===== src/cmx_pkg.sv =====
/*
  Package for the comparator mode and input-select register bank:
  special-function register addresses, field positions, reset values,
  input-select codes and the bus struct.
  Assumes an 8-bit special-function register bus on the system clock.
*/
// Notes on behaviour
// RQ1 - Unused bits 7:6 and 3:2 read as zero; writes to them are ignored.
// RQ2 - Mode bit 5 enables the second comparator's rising-edge interrupt.
// RQ3 - Mode bit 4 enables the second comparator's falling-edge interrupt.
// RQ4 - Mode bits 1:0 pick response time: 00 fastest, 11 slowest power.
// RQ5 - First comparator negative input: P1.1, P1.5, P2.1, P2.5 by code.
// RQ6 - First comparator positive input: P1.0, P1.4, P2.0, P2.4 by code.
// RQ7 - Second comparator negative input: P1.3, P1.7, P2.3, P2.7 by code.
// RQ8 - Second comparator positive input: P1.2, P1.6, P2.1, P2.6 by code.
// RQ9 - Software sets chosen input pins analog and skipped by the crossbar.
// RQ10 - Output changes set sticky rise and fall flags until software clears.
// RQ11 - Interrupt requested while an enabled edge flag is set.
package cmx_pkg;
  localparam logic [7:0] ADDR_CMP1_MODE   = 8'h9C;
  localparam logic [7:0] ADDR_CMP1_INSEL  = 8'h9E;
  localparam logic [7:0] ADDR_CMP0_INSEL  = 8'h9F;
  localparam logic [7:0] ADDR_CMP1_CTRL   = 8'h9A;
  localparam logic [7:0] ADDR_CMP0_CTRL   = 8'h9B;
  localparam int         BIT_RISE_IE      = 5;
  localparam int         BIT_FALL_IE      = 4;
  localparam int         BIT_RISE_FLAG    = 5;
  localparam int         BIT_FALL_FLAG    = 4;
  localparam int         BIT_OUT_STATE    = 6;
  localparam int         SEL_NEG_LSB      = 4;
  localparam int         SEL_POS_LSB      = 0;
  localparam logic [7:0] MODE_WMASK       = 8'h33;
  localparam logic [7:0] INSEL_WMASK      = 8'h33;
  localparam logic [1:0] MODE_RESET       = 2'h2;
  localparam logic [1:0] SEL_RESET        = 2'h0;

  // Pin index: (port-1)*8 + bit, over P1 and P2
  localparam logic [3:0] PIN_P1_0 = 4'h0;
  localparam logic [3:0] PIN_P2_0 = 4'h8;

  typedef struct packed {
    logic       wr;
    logic       rd;
    logic [7:0] addr;
    logic [7:0] wdata;
  } cmx_bus_t;

  typedef struct packed {
    logic [3:0] pos_pin;
    logic [3:0] neg_pin;
  } cmx_route_t;
endpackage : cmx_pkg


===== src/cmx_edge.sv =====
/*
  Edge flag unit for one comparator: synchronises the comparator output,
  keeps sticky rise and fall flags and raises a request when enabled.
  Assumes the comparator output is asynchronous to clk_sys.
*/
`timescale 1ns/1ps
`default_nettype none
module cmx_edge (
  input  wire logic clk_sys,
  input  wire logic rstn,
  input  wire logic cmp_async,
  input  wire logic clr_rise,
  input  wire logic clr_fall,
  input  wire logic rise_ie,
  input  wire logic fall_ie,
  output logic      cmp_state,
  output logic      rise_flag,
  output logic      fall_flag,
  output logic      irq
);
  import cmx_pkg::*;

  logic sync_a;
  logic sync_b;
  logic prev;

  always_ff @(posedge clk_sys or negedge rstn) begin
    if (!rstn) begin
      sync_a <= 1'b0;
      sync_b <= 1'b0;
      prev   <= 1'b0;
    end else begin
      sync_a <= cmp_async;
      sync_b <= sync_a;
      prev   <= sync_b;
    end
  end

  assign cmp_state = prev;

  // Set beats clear in the same cycle
  always_ff @(posedge clk_sys or negedge rstn) begin
    if (!rstn) begin
      rise_flag <= 1'b0;
      fall_flag <= 1'b0;
    end else begin
      rise_flag <= (sync_b & ~prev) | (rise_flag & ~clr_rise); // RQ10
      fall_flag <= (~sync_b & prev) | (fall_flag & ~clr_fall); // RQ10
    end
  end

  function automatic logic next_rise_req();
    return rise_flag & rise_ie;
  endfunction : next_rise_req

  always_ff @(posedge clk_sys or negedge rstn) begin
    if (!rstn) begin
      irq <= 1'b0;
    end else begin
      irq <= (next_rise_req()) | (fall_flag & fall_ie); // RQ11
    end
  end

endmodule : cmx_edge
`default_nettype wire


===== src/cmx_regs.sv =====
/*
  Comparator mode and input-select register bank: three SFRs plus the
  edge-flag bits of both comparator control registers, input routing
  outputs and the comparator interrupt requests.
  Assumes single-cycle SFR strobes on clk_sys; the reset is asynchronous.
*/
`timescale 1ns/1ps
`default_nettype none
module cmx_regs (
  input  wire logic              clk_sys,
  input  wire logic              rstn,
  input  wire cmx_pkg::cmx_bus_t sfr_bus,
  input  wire logic              cmp0_out_async,
  input  wire logic              cmp1_out_async,
  output logic [7:0]             sfr_rdata,
  output logic                   sfr_hit,
  output cmx_pkg::cmx_route_t    cmp0_route,
  output cmx_pkg::cmx_route_t    cmp1_route,
  output logic [1:0]             cmp1_response_mode,
  output logic                   cmp0_irq,
  output logic                   cmp1_irq
);
  import cmx_pkg::*;

  // Which register a bus access addresses
  typedef enum logic [2:0] {
    REG_NONE,
    REG_MODE,
    REG_IN1,
    REG_IN0,
    REG_CT1,
    REG_CT0
  } cmx_reg_t;

  logic       cmp1_rise_irq_enable;
  logic       cmp1_fall_irq_enable;
  logic [1:0] neg_input_select;
  logic [1:0] pos_input_select;
  logic [1:0] cmp1_neg_input_select;
  logic [1:0] cmp1_pos_input_select;
  logic       cmp1_rise_flag;
  logic       cmp1_fall_flag;
  logic       cmp0_rise_flag;
  logic       cmp0_fall_flag;
  logic       cmp0_state;
  logic       cmp1_state;
  logic       wr_mode;
  logic       wr_in0;
  logic       wr_in1;
  logic       wr_ct0;
  logic       wr_ct1;
  logic       clr0_rise;
  logic       clr0_fall;
  logic       clr1_rise;
  logic       clr1_fall;
  logic [7:0] mode_rd;
  logic [7:0] insel0_rd;
  logic [7:0] insel1_rd;
  logic [7:0] ctl0_rd;
  logic [7:0] ctl1_rd;
  cmx_reg_t   wr_sel;
  cmx_reg_t   rd_sel;

  function automatic logic [3:0] pin_of(input logic [3:0] base, input logic [1:0] code);
    // Code bit 0 steps four pins, bit 1 moves from port 1 to port 2
    return base + {code[1], code[0], 2'h0};
  endfunction : pin_of

  function automatic cmx_reg_t decode_addr(input logic [7:0] addr);
    cmx_reg_t sel;
    if (addr == ADDR_CMP1_MODE) begin
      sel = REG_MODE;
    end else if (addr == ADDR_CMP1_INSEL) begin
      sel = REG_IN1;
    end else if (addr == ADDR_CMP0_INSEL) begin
      sel = REG_IN0;
    end else if (addr == ADDR_CMP1_CTRL) begin
      sel = REG_CT1;
    end else if (addr == ADDR_CMP0_CTRL) begin
      sel = REG_CT0;
    end else begin
      sel = REG_NONE;
    end
    return sel;
  endfunction : decode_addr

  function automatic logic [7:0] sel_value(input logic [1:0] neg, input logic [1:0] pos);
    logic [7:0] v;
    v                   = 8'h00;
    v[SEL_NEG_LSB +: 2] = neg;
    v[SEL_POS_LSB +: 2] = pos;
    return v;
  endfunction : sel_value

  function automatic logic [7:0] ctl_value(input logic state, input logic rise,
                                           input logic fall);
    logic [7:0] v;
    v                = 8'h00;
    v[BIT_OUT_STATE] = state;
    v[BIT_RISE_FLAG] = rise;
    v[BIT_FALL_FLAG] = fall;
    return v;
  endfunction : ctl_value

  assign wr_sel  = sfr_bus.wr ? decode_addr(sfr_bus.addr) : REG_NONE;
  assign rd_sel  = sfr_bus.rd ? decode_addr(sfr_bus.addr) : REG_NONE;
  assign wr_mode = (wr_sel == REG_MODE);
  assign wr_in1  = (wr_sel == REG_IN1);
  assign wr_in0  = (wr_sel == REG_IN0);
  assign wr_ct1  = (wr_sel == REG_CT1);
  assign wr_ct0  = (wr_sel == REG_CT0);

  // Writing 0 to a flag bit clears it; writing 1 leaves it
  assign clr0_rise = wr_ct0 && !sfr_bus.wdata[BIT_RISE_FLAG]; // RQ10
  assign clr0_fall = wr_ct0 && !sfr_bus.wdata[BIT_FALL_FLAG]; // RQ10
  assign clr1_rise = wr_ct1 && !sfr_bus.wdata[BIT_RISE_FLAG]; // RQ10
  assign clr1_fall = wr_ct1 && !sfr_bus.wdata[BIT_FALL_FLAG]; // RQ10

  // Mode register: only bits 5, 4 and 1:0 are stored
  always_ff @(posedge clk_sys or negedge rstn) begin
    if (!rstn) begin
      cmp1_rise_irq_enable <= 1'b0;
      cmp1_fall_irq_enable <= 1'b0;
      cmp1_response_mode   <= MODE_RESET;
    end else if (wr_mode) begin
      cmp1_rise_irq_enable <= sfr_bus.wdata[BIT_RISE_IE]; // RQ2
      cmp1_fall_irq_enable <= sfr_bus.wdata[BIT_FALL_IE]; // RQ3
      cmp1_response_mode   <= sfr_bus.wdata[1:0]; // RQ4
    end
  end

  always_ff @(posedge clk_sys or negedge rstn) begin
    if (!rstn) begin
      neg_input_select <= SEL_RESET;
      pos_input_select <= SEL_RESET;
    end else if (wr_in0) begin
      neg_input_select <= sfr_bus.wdata[SEL_NEG_LSB +: 2]; // RQ1
      pos_input_select <= sfr_bus.wdata[SEL_POS_LSB +: 2];
    end
  end

  always_ff @(posedge clk_sys or negedge rstn) begin
    if (!rstn) begin
      cmp1_neg_input_select <= SEL_RESET;
      cmp1_pos_input_select <= SEL_RESET;
    end else if (wr_in1) begin
      cmp1_neg_input_select <= sfr_bus.wdata[SEL_NEG_LSB +: 2]; // RQ1
      cmp1_pos_input_select <= sfr_bus.wdata[SEL_POS_LSB +: 2];
    end
  end

  // Pin routing; P1.n = index n, P2.n = index 8+n
  always_ff @(posedge clk_sys or negedge rstn) begin
    if (!rstn) begin
      cmp0_route <= '0;
      cmp1_route <= '0;
    end else begin
      cmp0_route.neg_pin <= pin_of(PIN_P1_0 + 4'h1, neg_input_select); // RQ5
      cmp0_route.pos_pin <= pin_of(PIN_P1_0, pos_input_select); // RQ6
      cmp1_route.neg_pin <= pin_of(PIN_P1_0 + 4'h3, cmp1_neg_input_select); // RQ7
      // Code 10 selects P2.1, unlike the regular pattern
      case (cmp1_pos_input_select) // RQ8
        2'h0:    cmp1_route.pos_pin <= PIN_P1_0 + 4'h2;
        2'h1:    cmp1_route.pos_pin <= PIN_P1_0 + 4'h6;
        2'h2:    cmp1_route.pos_pin <= PIN_P2_0 + 4'h1;
        default: cmp1_route.pos_pin <= PIN_P2_0 + 4'h6;
      endcase
    end
  end

  cmx_edge u_edge0 (
    .clk_sys   (clk_sys),
    .rstn      (rstn),
    .cmp_async (cmp0_out_async),
    .clr_rise  (clr0_rise),
    .clr_fall  (clr0_fall),
    .rise_ie   (1'b1),
    .fall_ie   (1'b1),
    .cmp_state (cmp0_state),
    .rise_flag (cmp0_rise_flag),
    .fall_flag (cmp0_fall_flag),
    .irq       (cmp0_irq)
  );

  cmx_edge u_edge1 (
    .clk_sys   (clk_sys),
    .rstn      (rstn),
    .cmp_async (cmp1_out_async),
    .clr_rise  (clr1_rise),
    .clr_fall  (clr1_fall),
    .rise_ie   (cmp1_rise_irq_enable), // RQ2
    .fall_ie   (cmp1_fall_irq_enable), // RQ3
    .cmp_state (cmp1_state),
    .rise_flag (cmp1_rise_flag),
    .fall_flag (cmp1_fall_flag),
    .irq       (cmp1_irq)
  );

  // Read values; unused bits read zero
  assign mode_rd   = {2'h0, cmp1_rise_irq_enable, cmp1_fall_irq_enable, 2'h0,
                      cmp1_response_mode}; // RQ1
  assign insel1_rd = sel_value(cmp1_neg_input_select, cmp1_pos_input_select); // RQ1
  assign insel0_rd = sel_value(neg_input_select, pos_input_select); // RQ1
  assign ctl1_rd   = ctl_value(cmp1_state, cmp1_rise_flag, cmp1_fall_flag); // RQ10
  assign ctl0_rd   = ctl_value(cmp0_state, cmp0_rise_flag, cmp0_fall_flag); // RQ10

  // Registered read
  always_ff @(posedge clk_sys or negedge rstn) begin
    if (!rstn) begin
      sfr_rdata <= 8'h00;
      sfr_hit   <= 1'b0;
    end else if (rd_sel == REG_MODE) begin
      sfr_rdata <= mode_rd;
      sfr_hit   <= 1'b1;
    end else if (rd_sel == REG_IN1) begin
      sfr_rdata <= insel1_rd;
      sfr_hit   <= 1'b1;
    end else if (rd_sel == REG_IN0) begin
      sfr_rdata <= insel0_rd;
      sfr_hit   <= 1'b1;
    end else if (rd_sel == REG_CT1) begin
      sfr_rdata <= ctl1_rd;
      sfr_hit   <= 1'b1;
    end else if (rd_sel == REG_CT0) begin
      sfr_rdata <= ctl0_rd;
      sfr_hit   <= 1'b1;
    end else begin
      sfr_rdata <= 8'h00;
      sfr_hit   <= 1'b0;
    end
  end
endmodule : cmx_regs
`default_nettype wire


===== config.mk =====
export PLATFORM = sky130hd
export DESIGN_NAME = cmx_regs
export DESIGN_NICKNAME = d
export VERILOG_FILES = /design/src/cmx_pkg.sv /design/src/cmx_edge.sv /design/src/cmx_regs.sv
export SDC_FILE = /design/constraint.sdc
export NUM_CORES = 1
export LEC_CHECK = 0
export ABC_CLOCK_PERIOD_IN_PS = 2300
export BUFFER_PORTS_ARGS = -buffer_cell sky130_fd_sc_hd__buf_2
export CAP_MARGIN = 10
export CELL_PAD_IN_SITES_DETAIL_PLACEMENT = 0
export CELL_PAD_IN_SITES_GLOBAL_PLACEMENT = 2
export CORE_ASPECT_RATIO = 1.5
export CORE_MARGIN = 2
export CORE_UTILIZATION = 35
export CTS_BUF_LIST = sky130_fd_sc_hd__clkbuf_4 sky130_fd_sc_hd__clkbuf_8
export CTS_CLUSTER_DIAMETER = 150
export DETAILED_ROUTE_END_ITERATION = 10
export PLACE_DENSITY_LB_ADDON = 0.05
export RECOVER_POWER = 25
export REMOVE_ABC_BUFFERS = 1
export SETUP_SLACK_MARGIN = 0.15
export SLEW_MARGIN = 20
export SYNTH_ARGS = -nofsm -noshare
export SYNTH_HDL_FRONTEND = slang
export SYNTH_SLANG_ARGS = --single-unit

===== constraint.sdc =====
create_clock -name clk_sys -period 2.3 [get_ports clk_sys]
set_clock_uncertainty 0.2 [all_clocks]
set_input_delay 0.23 -clock clk_sys [delete_from_list [all_inputs] [get_ports clk_sys]]
set_output_delay 0.23 -clock clk_sys [all_outputs]
set_load 0.02 [all_outputs]

* Word-level counts from Yosys, hierarchy flattened
Cells that the tools add are included.
** Storage, ports and cells
- Register bits after elaboration :: 47
- Input port bits :: 22
** Cells by class
- $add $sub $neg :: 2
- Equality and inequality tests :: 17
- Muxes and demuxes :: 18
- Bitwise operators :: 24
- Reductions and logical operators :: 7
** Operators by type and width (number)
- equality test 8 bit (second input constant) :: 5
- two-way mux 7 bit :: 5
- two-way mux 3 bit :: 7
- equality test 3 x 2 -> 1 bit (second input constant) :: 4
- equality test 3 bit (second input constant) :: 4
- case mux 4 bit (3 select lines) :: 1
- bitwise AND 1 bit :: 10
- inverter 1 bit :: 8
- equality test 3 x 1 -> 1 bit (second input constant) :: 2
- OR 1 bit :: 6
- two-way mux 1 bit :: 5
- adder 1 x 4 -> 4 bit (first input constant) :: 1
- adder 2 x 4 -> 4 bit (first input constant) :: 1
- logical AND 1 bit :: 4
- equality test 2 x 1 -> 1 bit (second input constant) :: 1
- equality test 2 bit (second input constant) :: 1
- zero test 1 bit :: 2
- zero test 2 bit :: 1

* Logic depth before layout (Yosys ltp)
Gate-level depths: netlist (run 1).
- Depth after elaboration :: 13
- Depth in mapped cells :: 4

* Modules after synthesis
Synthesis (run 1) repeated with hierarchy kept, for this count alone.
** Unflattened totals
- Cell total of the unflattened synthesis :: 117
- Area total of the unflattened synthesis :: 1637.8 µm²
** Modules (own cells, without submodules)
- cmx_regs :: instances 1, cells an instance 93, area each 1267.5 µm², sequential area each 726.9 µm²
- cmx_edge :: instances 2, cells an instance 12, area each 185.2 µm², sequential area each 150.1 µm²

* Worst setup path before layout (run 1)
Ideal clock, no wire load.
- Kind :: in2reg
- Start point :: input sfr_bus[14] (netlist name)
- End point :: register cmp1_neg_input_select[0]
- Setup time :: 0.125 ns
- Arrival time :: 1.166 ns
- Data required time :: 1.975 ns
- Setup slack :: 0.809 ns
- Cell stages on the path :: 3
- Path buffers :: 0
- Cells stage by stage :: nand3b_1 -> nor4_4 -> mux2_2
** On the way
- Cells in the longest elaborated chain, start to end :: 8
** Ends and longest elaborated chain
- from (decl) :: RTL line cmx_regs.sv:12 : input wire cmx_pkg::cmx_bus_t sfr_bus,
- equality test 8 bit :: RTL line cmx_regs.sv:79 : end else if (addr == ADDR_CMP0_CTRL) begin
- two-way mux 3 bit :: RTL line cmx_regs.sv:79
- two-way mux 3 bit :: RTL line cmx_regs.sv:77 : end else if (addr == ADDR_CMP1_CTRL) begin
- two-way mux 3 bit :: RTL line cmx_regs.sv:75 : end else if (addr == ADDR_CMP0_INSEL) begin
- two-way mux 3 bit :: RTL line cmx_regs.sv:73 : end else if (addr == ADDR_CMP1_INSEL) begin
- two-way mux 3 bit (*) :: RTL line cmx_regs.sv:71 : if (addr == ADDR_CMP1_MODE) begin
- two-way mux 3 bit (*) :: RTL line cmx_regs.sv:105 : assign wr_sel = sfr_bus.wr ? decode_addr(sfr_bus.addr) : REG_NONE;
- equality test 3 x 2 -> 1 bit (*) :: RTL line cmx_regs.sv:108 : assign wr_in1 = (wr_sel == REG_IN1);
- to (signal assigned) :: RTL line cmx_regs.sv:147 : cmp1_neg_input_select <= sfr_bus.wdata[SEL_NEG_LSB +: 2];
- to (decl) :: RTL line cmx_regs.sv:39 : logic [1:0] cmp1_neg_input_select;
Mark *: on every way between the ends. The rest lies on a longest branch, timed or not.
A chain may end at the register's enable or synchronous reset.

* Worst setup path after layout (run 1)
- Start point :: input sfr_bus[10] (netlist name)
- End point :: register pos_input_select[1]
** On the way
- Cells in the longest elaborated chain, start to end :: 8
** Ends and longest elaborated chain
- equality test 8 bit :: RTL line cmx_regs.sv:79
- two-way mux 3 bit :: RTL line cmx_regs.sv:79
- two-way mux 3 bit :: RTL line cmx_regs.sv:77
- two-way mux 3 bit :: RTL line cmx_regs.sv:75
- two-way mux 3 bit :: RTL line cmx_regs.sv:73
- two-way mux 3 bit (*) :: RTL line cmx_regs.sv:71
- two-way mux 3 bit (*) :: RTL line cmx_regs.sv:105
- equality test 3 x 2 -> 1 bit (*) :: RTL line cmx_regs.sv:109 : assign wr_in0 = (wr_sel == REG_IN0);
- to (signal assigned) :: RTL line cmx_regs.sv:138 : pos_input_select <= sfr_bus.wdata[SEL_POS_LSB +: 2];
- to (decl) :: RTL line cmx_regs.sv:38 : logic [1:0] pos_input_select;
Marked as above.

==> key figures, run 1 <==
Clocking
  – Post-cts resize count: 0
  – CTS clk-pin slew, worst paths: 70 ps
  – Post-CTS Setup Bufs: 0
  – Maximum buffer depth of the clock tree: 2
  – CTS tree: yes
  – Inserted Clock Buffers: 5
  – Clk sinks: 41
  – Clk root buf: clkbuf_8
  – Skew-Pair Late Insertion Delay: 290 ps
  – Level count of the clock H-tree: 2

Synthesis
  – Seq/Total Area, Yosys: 62.3%
  – Distinct cells, synth: 28
  – Area contributors post-synth: dfrtp_1, mux2_2, buf_4
  – Area of the mapped netlist: 1650 um2
  – Area share of the largest cell type after synthesis: 60.7%
  – #FFs+latches synth: 41
  – Asr flop ratio synth: 100%
  – Synth area leader: dfrtp_1
  – Post-synth EDFFs: 0
  – Mapped Cells: 125
  – Synth Warn #: 0
  – Syn_area_per_cell: 13.2 um2
  – Top FF cell, synth: dfrtp_1

Worst setup path
  – CP startpoint kind: input pin
  – Critical setup path kind: in2reg
  – Critical Path RT: 2280 ps
  – CP Data Arrival Time: 1530 ps
  – Slowest-stage cell, CP: nor4_4
  – WP buf/inv: 2
  – Crit path max-delay family: simple AND/OR/NAND/NOR gates
  – CP Capture Type: flip-flop
  – Critical Path Max Stage Delay: 490 ps
  – Worst-path fanout max: 13
  – CP Cell Sequence: buf_2 -> inv_1 -> nor4_4 -> mux2_2

Floorplan
  – Die Width: 60.0 um
  – Core footprint: 4540 um2
  – # IOs: 51
  – Die ar.: 5280 um2
  – Die Y: 88.0 um
  – Row count: 30
  – Initial core utilization: 36.3%

STA
  – Final hold violation count: 0
  – Pins Over Slew Limit: 0
  – Final setup violation count: 0
  – Worst slew pin tran: 890 ps
  – Hold Slack: 61.9 ps
  – Max_slew headroom: 40.7%
  – RSZ-0062 raised after global routing: false
  – Setup TNS: 0 ps
  – Fin crit period: 1550 ps
  – Max Freq: 645 MHz
  – Worst Slack Setup Final: 749 ps
  – Fin crit share: 67.4%

Global routing
  – Tot GR Track Use: 13.8%
  – First-pass GRT wire length: 5.11 mm
  – Largest net degree at the start of global routing: 42
  – Initial antenna violation count: 0
  – Grt total ovfl: 0
  – Vias in the first global route: 1035

Cells and area
  – Multi-input gate area: 520 um2
  – Layout cells sized above 1: 36.5%
  – Design Area, Final: 2030 um2
  – N_diodes: 0
  – Nets@finish: 191
  – Final core occ: 44.7%
  – Area growth, synth to finish: 23.2%
  – Fill cell count: 432
  – FF+latch area: 1030 um2
  – Fin cells: 234

Place
  – DP HPWL: 2.32 mm
  – Cell area after placement: 1870 um2
  – GPL Wtd Cong: 0.744
  – Placed Cells: 221
  – Setup WS pre-CTS: 436 ps
  – Buffers on Ports: 40

Routing
  – Detailed-route via count: 1050
  – Post-DRT Antenna Nets: 0
  – Vias per cell: 4.49
  – Routed WL: 3.33 mm
  – Pre-antenna DRT Iters: 4
  – Drt wl/cell: 14.2 um
  – DRC: 0
  – DRC marker count from the first detailed-route iteration: 23

Min path
  – Hold Path Class: in2reg

Pwr
  – Maximum VDD drop: 0.000298 V
  – Power Density: 739 nW/um2
  – Power, Total: 1.50 mW
  – Leak: 1.04 nW

Job
  – Max Cap Viol: 0

Status
  – Status: completed
cell families (layout without fill, tap and decap cells):
kind of cell | after synthesis | after routing | synth area share (%)
AND/OR/NAND/NOR | 21 | 21 | 10.1
flip-flops | 41 | 41 | 62.3
multiplexers | 19 | 19 | 12.6
buffers and inverters | 23 | 63 | 7.21
other | 2 | 7 | 0.456
AO/OA/AOI/OAI | 19 | 19 | 7.29
state kept, by name, summed over array words and instances, names as in the netlist, 2 cells and up:
signal and count:
cmp0_route 4, neg_input_select 2, cmp1_route 7, cmp1_pos_input_select 2, pos_input_select 2, cmp1_neg_input_select 2
sfr_rdata 5, cmp1_response_mode 2
final cells by class:
class / instances / area share [%]
sequential: 41 / 50.6
inverter: 10 / 1.85
clock inverter: 1 / 1.48
multi-input combinational: 66 / 25.6
timing repair buffer: 45 / 12.0
clock buffer: 7 / 4.44
tap: 64 / 3.95
synthesized netlist by cell type (2+ instances only):
| cell | n |
|---|---|
| dfrtp_1 | 40 |
| mux2_2 | 14 |
| inv_1 | 9 |
| buf_4 | 8 |
| a21oi_1 | 6 |
| nand3_1 | 6 |
| o21ai_0 | 6 |
| mux2i_1 | 5 |
| and3_1 | 3 |
| clkbuf_1 | 3 |
| o221ai_1 | 3 |
| a211o_1 | 2 |
| buf_2 | 2 |
| conb_1 | 2 |
| nor2b_1 | 2 |
| nor4_4 | 2 |
worst paths after layout:
| path | start | end | slack [ps] | depth (start not counted) |
|---|---|---|---|---|
| worst max-delay path | sfr_bus[10] | pos_input_select[1]$_DFFE_PN0N_ | 750 | 4 |
| worst max register to register | u_edge1.rise_flag$_DFF_PN0_ | sfr_rdata[5]$_DFF_PN0_ | 1070 | 3 |
| worst min register to register | u_edge0.sync_a$_DFF_PN0_ | u_edge0.sync_b$_DFF_PN0_ | 160 | 0 |
| max in group asynchronous | rstn | cmp1_response_mode[0]$_DFFE_PN0N_ | 940 | 2 |
| worst min-delay path | sfr_bus[4] | cmp1_neg_input_select[0]$_DFFE_PN0N_ | 60 | 2 |
| min in group asynchronous | rstn | cmp1_route[5]$_DFF_PN0_ | 400 | 2 |
layer usage:
metal | up-vias | share of wire, % | global-route usage [%]
li1 | 500 | - | -
met1 | 512 | 42 | 15.6
met2 | 32 | 51 | 23.3
met3 | 6 | 4.9 | 3.84
met4 | 0 | 1.9 | 6.87
met5 | - | 0 | 0
cell usage in the layout, fill, tap and decap left out, drive strengths merged, types with 5 or more instances in the layout:
cell type | netlist | layout
mux2i | 5 | 5
inv | 10 | 10
clkbuf | 3 | 12
dlygate4sd3 | 0 | 5
a21oi | 6 | 6
conb | 2 | 7
nand3 | 6 | 6
buf | 10 | 35
o21ai | 6 | 6
mux2 | 14 | 14
dfrtp | 40 | 40
repair_timing:
action                                  CTS  global route
hold endpoints to repair                 46             0
hold buffers                              5             0
endpoints found under the setup margin    0             0
report_power, final:
| group | leakage [nW] | internal, mW | total, mW | switching [mW] |
|---|---|---|---|---|
| Combinational | 0.462 | 0.0492 | 0.134 | 0.0844 |
| Sequential | 0.518 | 0.747 | 0.761 | 0.0137 |
| Clock | 0.0619 | 0.366 | 0.605 | 0.239 |
Note: power is estimated with default switching activity, not from simulation.
==> run 2: changes to the inputs <==
- ABC_CLOCK_PERIOD_IN_PS: 2300 -> 1310
- CORE_UTILIZATION: 35 -> 31
- clock period: 2.3 -> 1.31 ns (I/O delays scaled with it)
==> run 2 against run 1 <==
The run now ends with hold timing left; sequential power is 76% higher; largest cell class unchanged; largest power group unchanged; clock power is 77% higher; count of clock-buffer cells in the layout stayed put; register-to-register slack worse by 1000 ps; critical path type is now reg2out; utilization is 4.6 points higher; first-iteration DRC count is 43% higher; critical endpoint is now cmp1_response_mode[1]; global-route usage is 1.6 points higher; highest routed layer unchanged.
==> key figures, run 2 (synthesis results as in run 1) <==
Status
  – Status: finished, violations left
  – Violated checks: hold timing

Worst setup path
  – Setup crit end: cmp1_response_mode[1]
  – Slowest-stage cell, CP: dfstp_2
  – CP Cell Sequence: buf_6
  – Critical setup path kind: reg2out
  – Worst-path fanout max: 2 (-11)
  – Crit path max-delay family: flip-flops
  – CP startpoint kind: flip-flop
  – Reg2Reg Capture Point: sfr_rdata[1]$_DFF_PN0_
  – CP Data Arrival Time: 940 ps (-590 ps)
  – Worst path depth: 1 (-3)
  – Worst r2r src: cmp1_response_mode[1]$_DFFE_PN1N_
  – R2R Setup Slk: 70 ps (-1000 ps)
  – Critical Path Max Stage Delay: 540 ps (+50 ps)
  – Critical Path RT: 980 ps (-1300 ps)
  – Worst Reg-to-Reg Cells: 4 (+1)
  – WP buf/inv: 1 (-1)
  – Worst Setup SP: cmp1_response_mode[1]$_DFFE_PN1N_
  – CP Capture Type: primary output

Cells and area
  – Most common cell after layout, fill and taps aside: dfrtp_1
  – Nets@finish: 223 (+17%)
  – Design Area, Final: 2520 um2 (+24%)
  – Most flops, register: cmp1_route
  – Most frequent cells in the layout: dfrtp_1, buf_4, buf_6
  – Area growth, synth to finish: 53.2%
  – N_diodes: 0 (unchanged)
  – Layout cells sized above 1: 50.5% (+14 points)
  – Largest register FFs: 7 (unchanged)
  – Multi-input gate area: 594 um2 (+14%)
  – Largest regs: cmp1_route x7, sfr_rdata x5, cmp0_route x4
  – Fill cell count: 523 (+21%)
  – FF+latch area: 1030 um2 (unchanged)

Place
  – Cell area after placement: 2010 um2 (+7.8%)
  – Setup WS pre-CTS: -323 ps (-759 ps)
  – Buffers on Ports: 40 (unchanged)
  – GPL Wtd Cong: 0.718 (-3.5%)
  – DP HPWL: 3.04 mm (+31%)

Floorplan
  – Die ar.: 5930 um2 (+12%)
  – # IOs: 51 (unchanged)
  – Die Y: 93.3 um (+6.0%)
  – Row count: 32 (+6.7%)
  – Die Width: 63.5 um (+5.8%)
  – Core footprint: 5120 um2 (+13%)
  – Initial core utilization: 32.2% (-4.1 points)

STA
  – Max Freq: 785 MHz
  – Final hold violation count: 1 (+1)
  – Pins Over Slew Limit: 0 (unchanged)
  – Hold Slack: -2.84 ps (-64.8 ps)
  – RSZ-0062 raised after global routing: true
  – Fin crit period: 1270 ps
  – Worst Slack Setup Final: 36.2 ps (-713 ps)
  – Fin crit share: 97.2%
  – Final setup violation count: 0 (unchanged)

Clocking
  – Maximum buffer depth of the clock tree: 2 (unchanged)
  – Skew-Pair Late Insertion Delay: 290 ps (about the same)
  – Level count of the clock H-tree: 2 (unchanged)
  – Inserted Clock Buffers: 5 (unchanged)
  – Clk root buf: clkbuf_8
  – Clk sinks: 41 (unchanged)
  – CTS clk-pin slew, worst paths: 80 ps (about the same)
  – CTS tree: yes

Global routing
  – Tot GR Track Use: 15.4% (+1.6 points)
  – First-pass GRT wire length: 6.86 mm (+34%)
  – Met3 Use GR: 3.61% (-0.23 points)
  – Met1 Use GR: 16.7% (+1.1 points)
  – Initial antenna violation count: 0 (unchanged)
  – Met2 Use GR: 28.6% (+5.3 points)
  – GRT Max-Usage Layer: met2
  – Grt total ovfl: 0 (unchanged)
  – Vias in the first global route: 1368 (+32%)
  – Largest net degree at the start of global routing: 19 (-55%)

Min path
  – Hold Path Class: in2reg
  – Min-delay src: sfr_bus[16]

Pwr
  – Clk pwr share: 38.6% (-1.7 points)
  – Reg power frac: 48.4% (-2.4 points)
  – Power Density: 1100 nW/um2 (+49%)
  – Sw Ratio: 23.0% (+0.55 points)
  – NetSw: 0.639 mW (+90%)
  – Leak: 1.28 nW (+23%)
  – Logic pwr share: 13.0% (+4.1 points)
  – Power, Total: 2.77 mW (+85%)
  – Maximum VDD drop: 0.000891 V (+200%)
  – Internal: 2.14 mW (+84%)

Routing
  – DRC marker count from the first detailed-route iteration: 33 (+43%)
  – Detailed-route via count: 1228 (+17%)
  – Pre-antenna DRT Iters: 3 (-1)
  – Vias per cell: 4.55 (+1.4%)
  – DRC: 0 (unchanged)
  – Routed WL: 4.18 mm (+25%)
  – Post-DRT Antenna Nets: 0 (unchanged)
  – Drt wl/cell: 15.5 um (+8.6%)

Job
  – Max Cap Viol: 0 (unchanged)
[run 2: power groups by stage]
stage	Clock, mW	Combinational [mW]	Sequential [mW]
final	1.07	0.360	1.34
after CTS	1.09	0.339	1.34
after detailed placement	0	0.271	1.36
after floorplan	0	0.0805	1.39
after global routing	1.17	0.388	1.35
after global placement	0	0.269	1.36
[run 2: worst min path at each step]
stage	endpoint	slack (ps)	depth (start not counted)
3_5_place_dp	cmp1_pos_input_select[1]$_DFFE_PN0N_	-90	1
4_1_cts	u_edge1.fall_flag$_DFF_PN0_	-6	4
6_report	sfr_rdata[6]$_DFF_PN0_	-3	3
2_1_floorplan	cmp0_route[2]$_DFF_PN0_	-360	0
5_1_grt	sfr_rdata[6]$_DFF_PN0_	3	3
3_3_place_gp	cmp1_neg_input_select[1]$_DFFE_PN0N_	-90	1
[run 2: repair_timing]
item / CTS / global route
hold endpoints to repair: 53 / 0
setup endpoints to repair: 22 / 43
hold buffers: 8 / 0
resized for setup: 27 / 42
pin swaps: 7 / 8
buffers inserted: 12 / 0
[run 2: cell type report]
| type | count | share of cell area (%) |
|---|---|---|
| clock buffers | 7 | 3.57 |
| multi-input cells | 66 | 23.5 |
| inverters | 10 | 1.49 |
| well taps | 68 | 3.37 |
| clock inverters | 1 | 1.19 |
| repair buffers | 77 | 26.1 |
| flip-flops and latches | 41 | 40.7 |
[run 2: layer usage]
metal  routed length (um)  part of all wire (%)
met4                   97                   2.3
met3                  182                   4.4
met5                    0                     0
met2                 2400                    57
met1                 1500                    36
[run 2: through the flow]
step	hold slack [ps]	utilization [%]	setup TNS [ps]	cells
after global routing	2.91	49.2	-2.14	270
after global placement	-90.8	39.2	-3790	242
final	-2.84	49.2	0	270
after floorplan	-365	-	-658	117
after CTS	-5.70	46.9	0	270
after detailed placement	-88.8	39.2	-3940	242
==> run 3: changes to the inputs <==
- CORE_UTILIZATION: 31 -> 29
- CTS_BUF_LIST: sky130_fd_sc_hd__clkbuf_4 sky130_fd_sc_hd__clkbuf_8 -> default
==> run 3 against run 2 <==
The flow still finishes with violations (hold timing); utilization decreased by 3.2 points; count of clock-buffer cells in the layout decreased by 1; via count decreased by 2.0%; first-iteration DRC count decreased by 30%; clock power about the same; cell count increased by 0.74%; final area increased by 0.30%; register-to-register slack improved by 30 ps; non-clock buffer count unchanged; sequential share of layout area decreased by 0.12 points.
==> key figures, run 3 (synthesis results as in run 1) <==
Place
  – Buffers on Ports: 40 (unchanged)
  – DP HPWL: 2.95 mm (-3.0%)
  – GPL Wtd Cong: 0.718 (about the same)
  – Setup WS pre-CTS: -325 ps (-1.31 ps)

Routing
  – Pre-antenna DRT Iters: 3 (unchanged)
  – Vias per cell: 4.43 (-2.7%)
  – DRC marker count from the first detailed-route iteration: 23 (-30%)
  – Post-DRT Antenna Nets: 0 (unchanged)
  – Detailed-route via count: 1204 (-2.0%)
  – Drt wl/cell: 15.5 um (+0.24%)
  – Routed WL: 4.22 mm (+0.98%)
  – DRC: 0 (unchanged)

Floorplan
  – Initial core utilization: 30.0% (-2.1 points)
  – Die Width: 65.5 um (+3.2%)
  – # IOs: 51 (unchanged)
  – Row count: 33 (+3.1%)
  – Die Y: 96.3 um (+3.2%)
  – Die ar.: 6310 um2 (+6.5%)
  – Core footprint: 5490 um2 (+7.2%)

Worst setup path
  – Worst-path fanout max: 2 (unchanged)
  – Critical Path Max Stage Delay: 540 ps (about the same)
  – Slowest-stage cell, CP: dfstp_2
  – Reg2Reg Capture Point: sfr_rdata[1]$_DFF_PN0_
  – CP startpoint kind: flip-flop
  – Critical Path RT: 980 ps (about the same)
  – Crit path max-delay family: flip-flops
  – R2R Setup Slk: 100 ps (+30 ps)
  – Worst Reg-to-Reg Cells: 4 (unchanged)
  – Worst r2r src: cmp1_response_mode[1]$_DFFE_PN1N_
  – WP buf/inv: 1 (unchanged)
  – CP Data Arrival Time: 940 ps (about the same)
  – Worst Setup SP: cmp1_response_mode[1]$_DFFE_PN1N_
  – CP Cell Sequence: buf_6
  – CP Capture Type: primary output
  – Critical setup path kind: reg2out
  – Worst path depth: 1 (unchanged)

STA
  – Fin crit period: 1280 ps (+1.39 ps)
  – RSZ-0062 raised after global routing: true
  – Pins Over Slew Limit: 0 (unchanged)
  – Fin crit share: 97.3% (+0.11 points)
  – Max Freq: 784 MHz (-0.11%)
  – Worst slew pin tran: 674 ps
  – Worst Slack Setup Final: 34.8 ps (-1.39 ps)
  – Max_slew headroom: 55.0%
  – Hold Slack: -7.87 ps (-5.03 ps)
  – Final hold violation count: 2 (+1)
  – Final setup violation count: 0 (unchanged)

Clocking
  – Inserted Clock Buffers: 5 (unchanged)
  – Clk root buf: clkbuf_8
  – Maximum buffer depth of the clock tree: 2 (unchanged)
  – CTS clk-pin slew, worst paths: 80 ps (about the same)
  – Level count of the clock H-tree: 2 (unchanged)
  – CTS tree: yes
  – Clk sinks: 41 (unchanged)
  – Skew-Pair Late Insertion Delay: 290 ps (about the same)

Pwr
  – Internal: 2.10 mW (-1.6%)
  – Leak: 1.28 nW (+0.26%)
  – Power Density: 1080 nW/um2 (-1.3%)
  – Power, Total: 2.75 mW (-1.0%)
  – Reg power frac: 48.9% (+0.5 points)
  – Sw Ratio: 23.5% (+0.44 points)
  – Clk pwr share: 38.5% (about the same)
  – Maximum VDD drop: 0.000945 V (+6.1%)
  – Logic pwr share: 12.7% (-0.3 points)
  – NetSw: 0.645 mW (+0.90%)

Cells and area
  – Most common cell after layout, fill and taps aside: dfrtp_1
  – Layout cells sized above 1: 50.5% (unchanged)
  – Largest register FFs: 7 (unchanged)
  – Most flops, register: cmp1_route
  – Area growth, synth to finish: 53.6%
  – Nets@finish: 223 (unchanged)
  – N_diodes: 0 (unchanged)
  – Largest regs: cmp1_route x7, sfr_rdata x5, cmp0_route x4
  – Most frequent cells in the layout: dfrtp_1, buf_6, buf_4

Global routing
  – Largest net degree at the start of global routing: 28 (+9)
  – Grt total ovfl: 0 (unchanged)
  – Initial antenna violation count: 0 (unchanged)
  – Tot GR Track Use: 14.6% (-0.88 points)
  – Vias in the first global route: 1280 (-6.4%)
  – First-pass GRT wire length: 6.65 mm (-3.0%)

Min path
  – Hold Path Class: in2reg
  – Min-delay src: sfr_bus[4]
  – Hold endpoint: u_edge1.fall_flag$_DFF_PN0_
  – Hold-critical path depth: 4 (+1)

Status
  – Status: finished, violations left
  – Violated checks: hold timing

Job
  – Max Cap Viol: 0 (unchanged)
==> run 3: routing by layer <==
layer | vias to the layer above | global-route usage [%] | wire length [um]
met4 | 0 | 5.21 | 61
met2 | 30 | 26.3 | 2390
met5 | - | 0 | 0
met1 | 602 | 16.5 | 1610
li1 | 567 | - | -
met3 | 5 | 3.63 | 164
==> run 3: worst max path at each step <==
| stage | to | slack (ps) |
|---|---|---|
| 2_1_floorplan | cmp1_neg_input_select[0]$_DFFE_PN0N_ | -80 |
| 3_3_place_gp | pos_input_select[0]$_DFFE_PN0N_ | -280 |
| 3_5_place_dp | cmp1_neg_input_select[1]$_DFFE_PN0N_ | -320 |
| 4_1_cts | cmp1_neg_input_select[1]$_DFFE_PN0N_ | 7 |
| 5_1_grt | pos_input_select[1]$_DFFE_PN0N_ | -40 |
| 6_report | cmp1_response_mode[1] | 30 |
==> run 3: cell type report <==
class                      count  area (um2)
fill                         531        2960
sequential                    41        1030
timing repair buffer          77         653
multi-input combinational     66         606
tap                           70        87.6
clock buffer                   6        82.6
clock inverter                 2        37.5
inverter                      10        37.5
==> run 3: worst min-delay path, delay by kind of cell <==
kind / cells / cell delay (ps)
buffers and inverters: 1 / 100
AOI/OAI and AO/OA: 3 / 210
==> run 3: what timing repair did <==
action	CTS	global route
hold endpoints to repair	58	3
hold buffers	9	1
setup buffers	12	0
endpoints found under the setup margin	25	40
pin swaps	6	4
gates resized for setup	24	50
==> run 3: power groups by stage <==
| stage | clock network, mW | registers (mW) | logic [mW] |
|---|---|---|---|
| 2_1_floorplan | 0 | 1.39 | 0.0805 |
| 3_3_place_gp | 0 | 1.36 | 0.264 |
| 3_5_place_dp | 0 | 1.36 | 0.267 |
| 4_1_cts | 1.09 | 1.34 | 0.329 |
| 5_1_grt | 1.16 | 1.35 | 0.376 |
| 6_report | 1.06 | 1.34 | 0.348 |
==> run 3: metrics by stage <==
| step | std cells | utilization [%] | TNS, ps | hold WS (ps) | instance area [um2] |
|---|---|---|---|---|---|
| after global placement | 243 | 36.5 | -3880 | -97.6 | 2010 |
| after CTS | 272 | 43.5 | 0 | -22.6 | 2390 |
| final | 272 | 46.1 | 0 | -7.87 | 2530 |
| after detailed placement | 243 | 36.5 | -4080 | -90.8 | 2010 |
| after global routing | 272 | 46.1 | -491 | -8.44 | 2530 |
| after floorplan | 117 | - | -658 | -365 | 1590 |
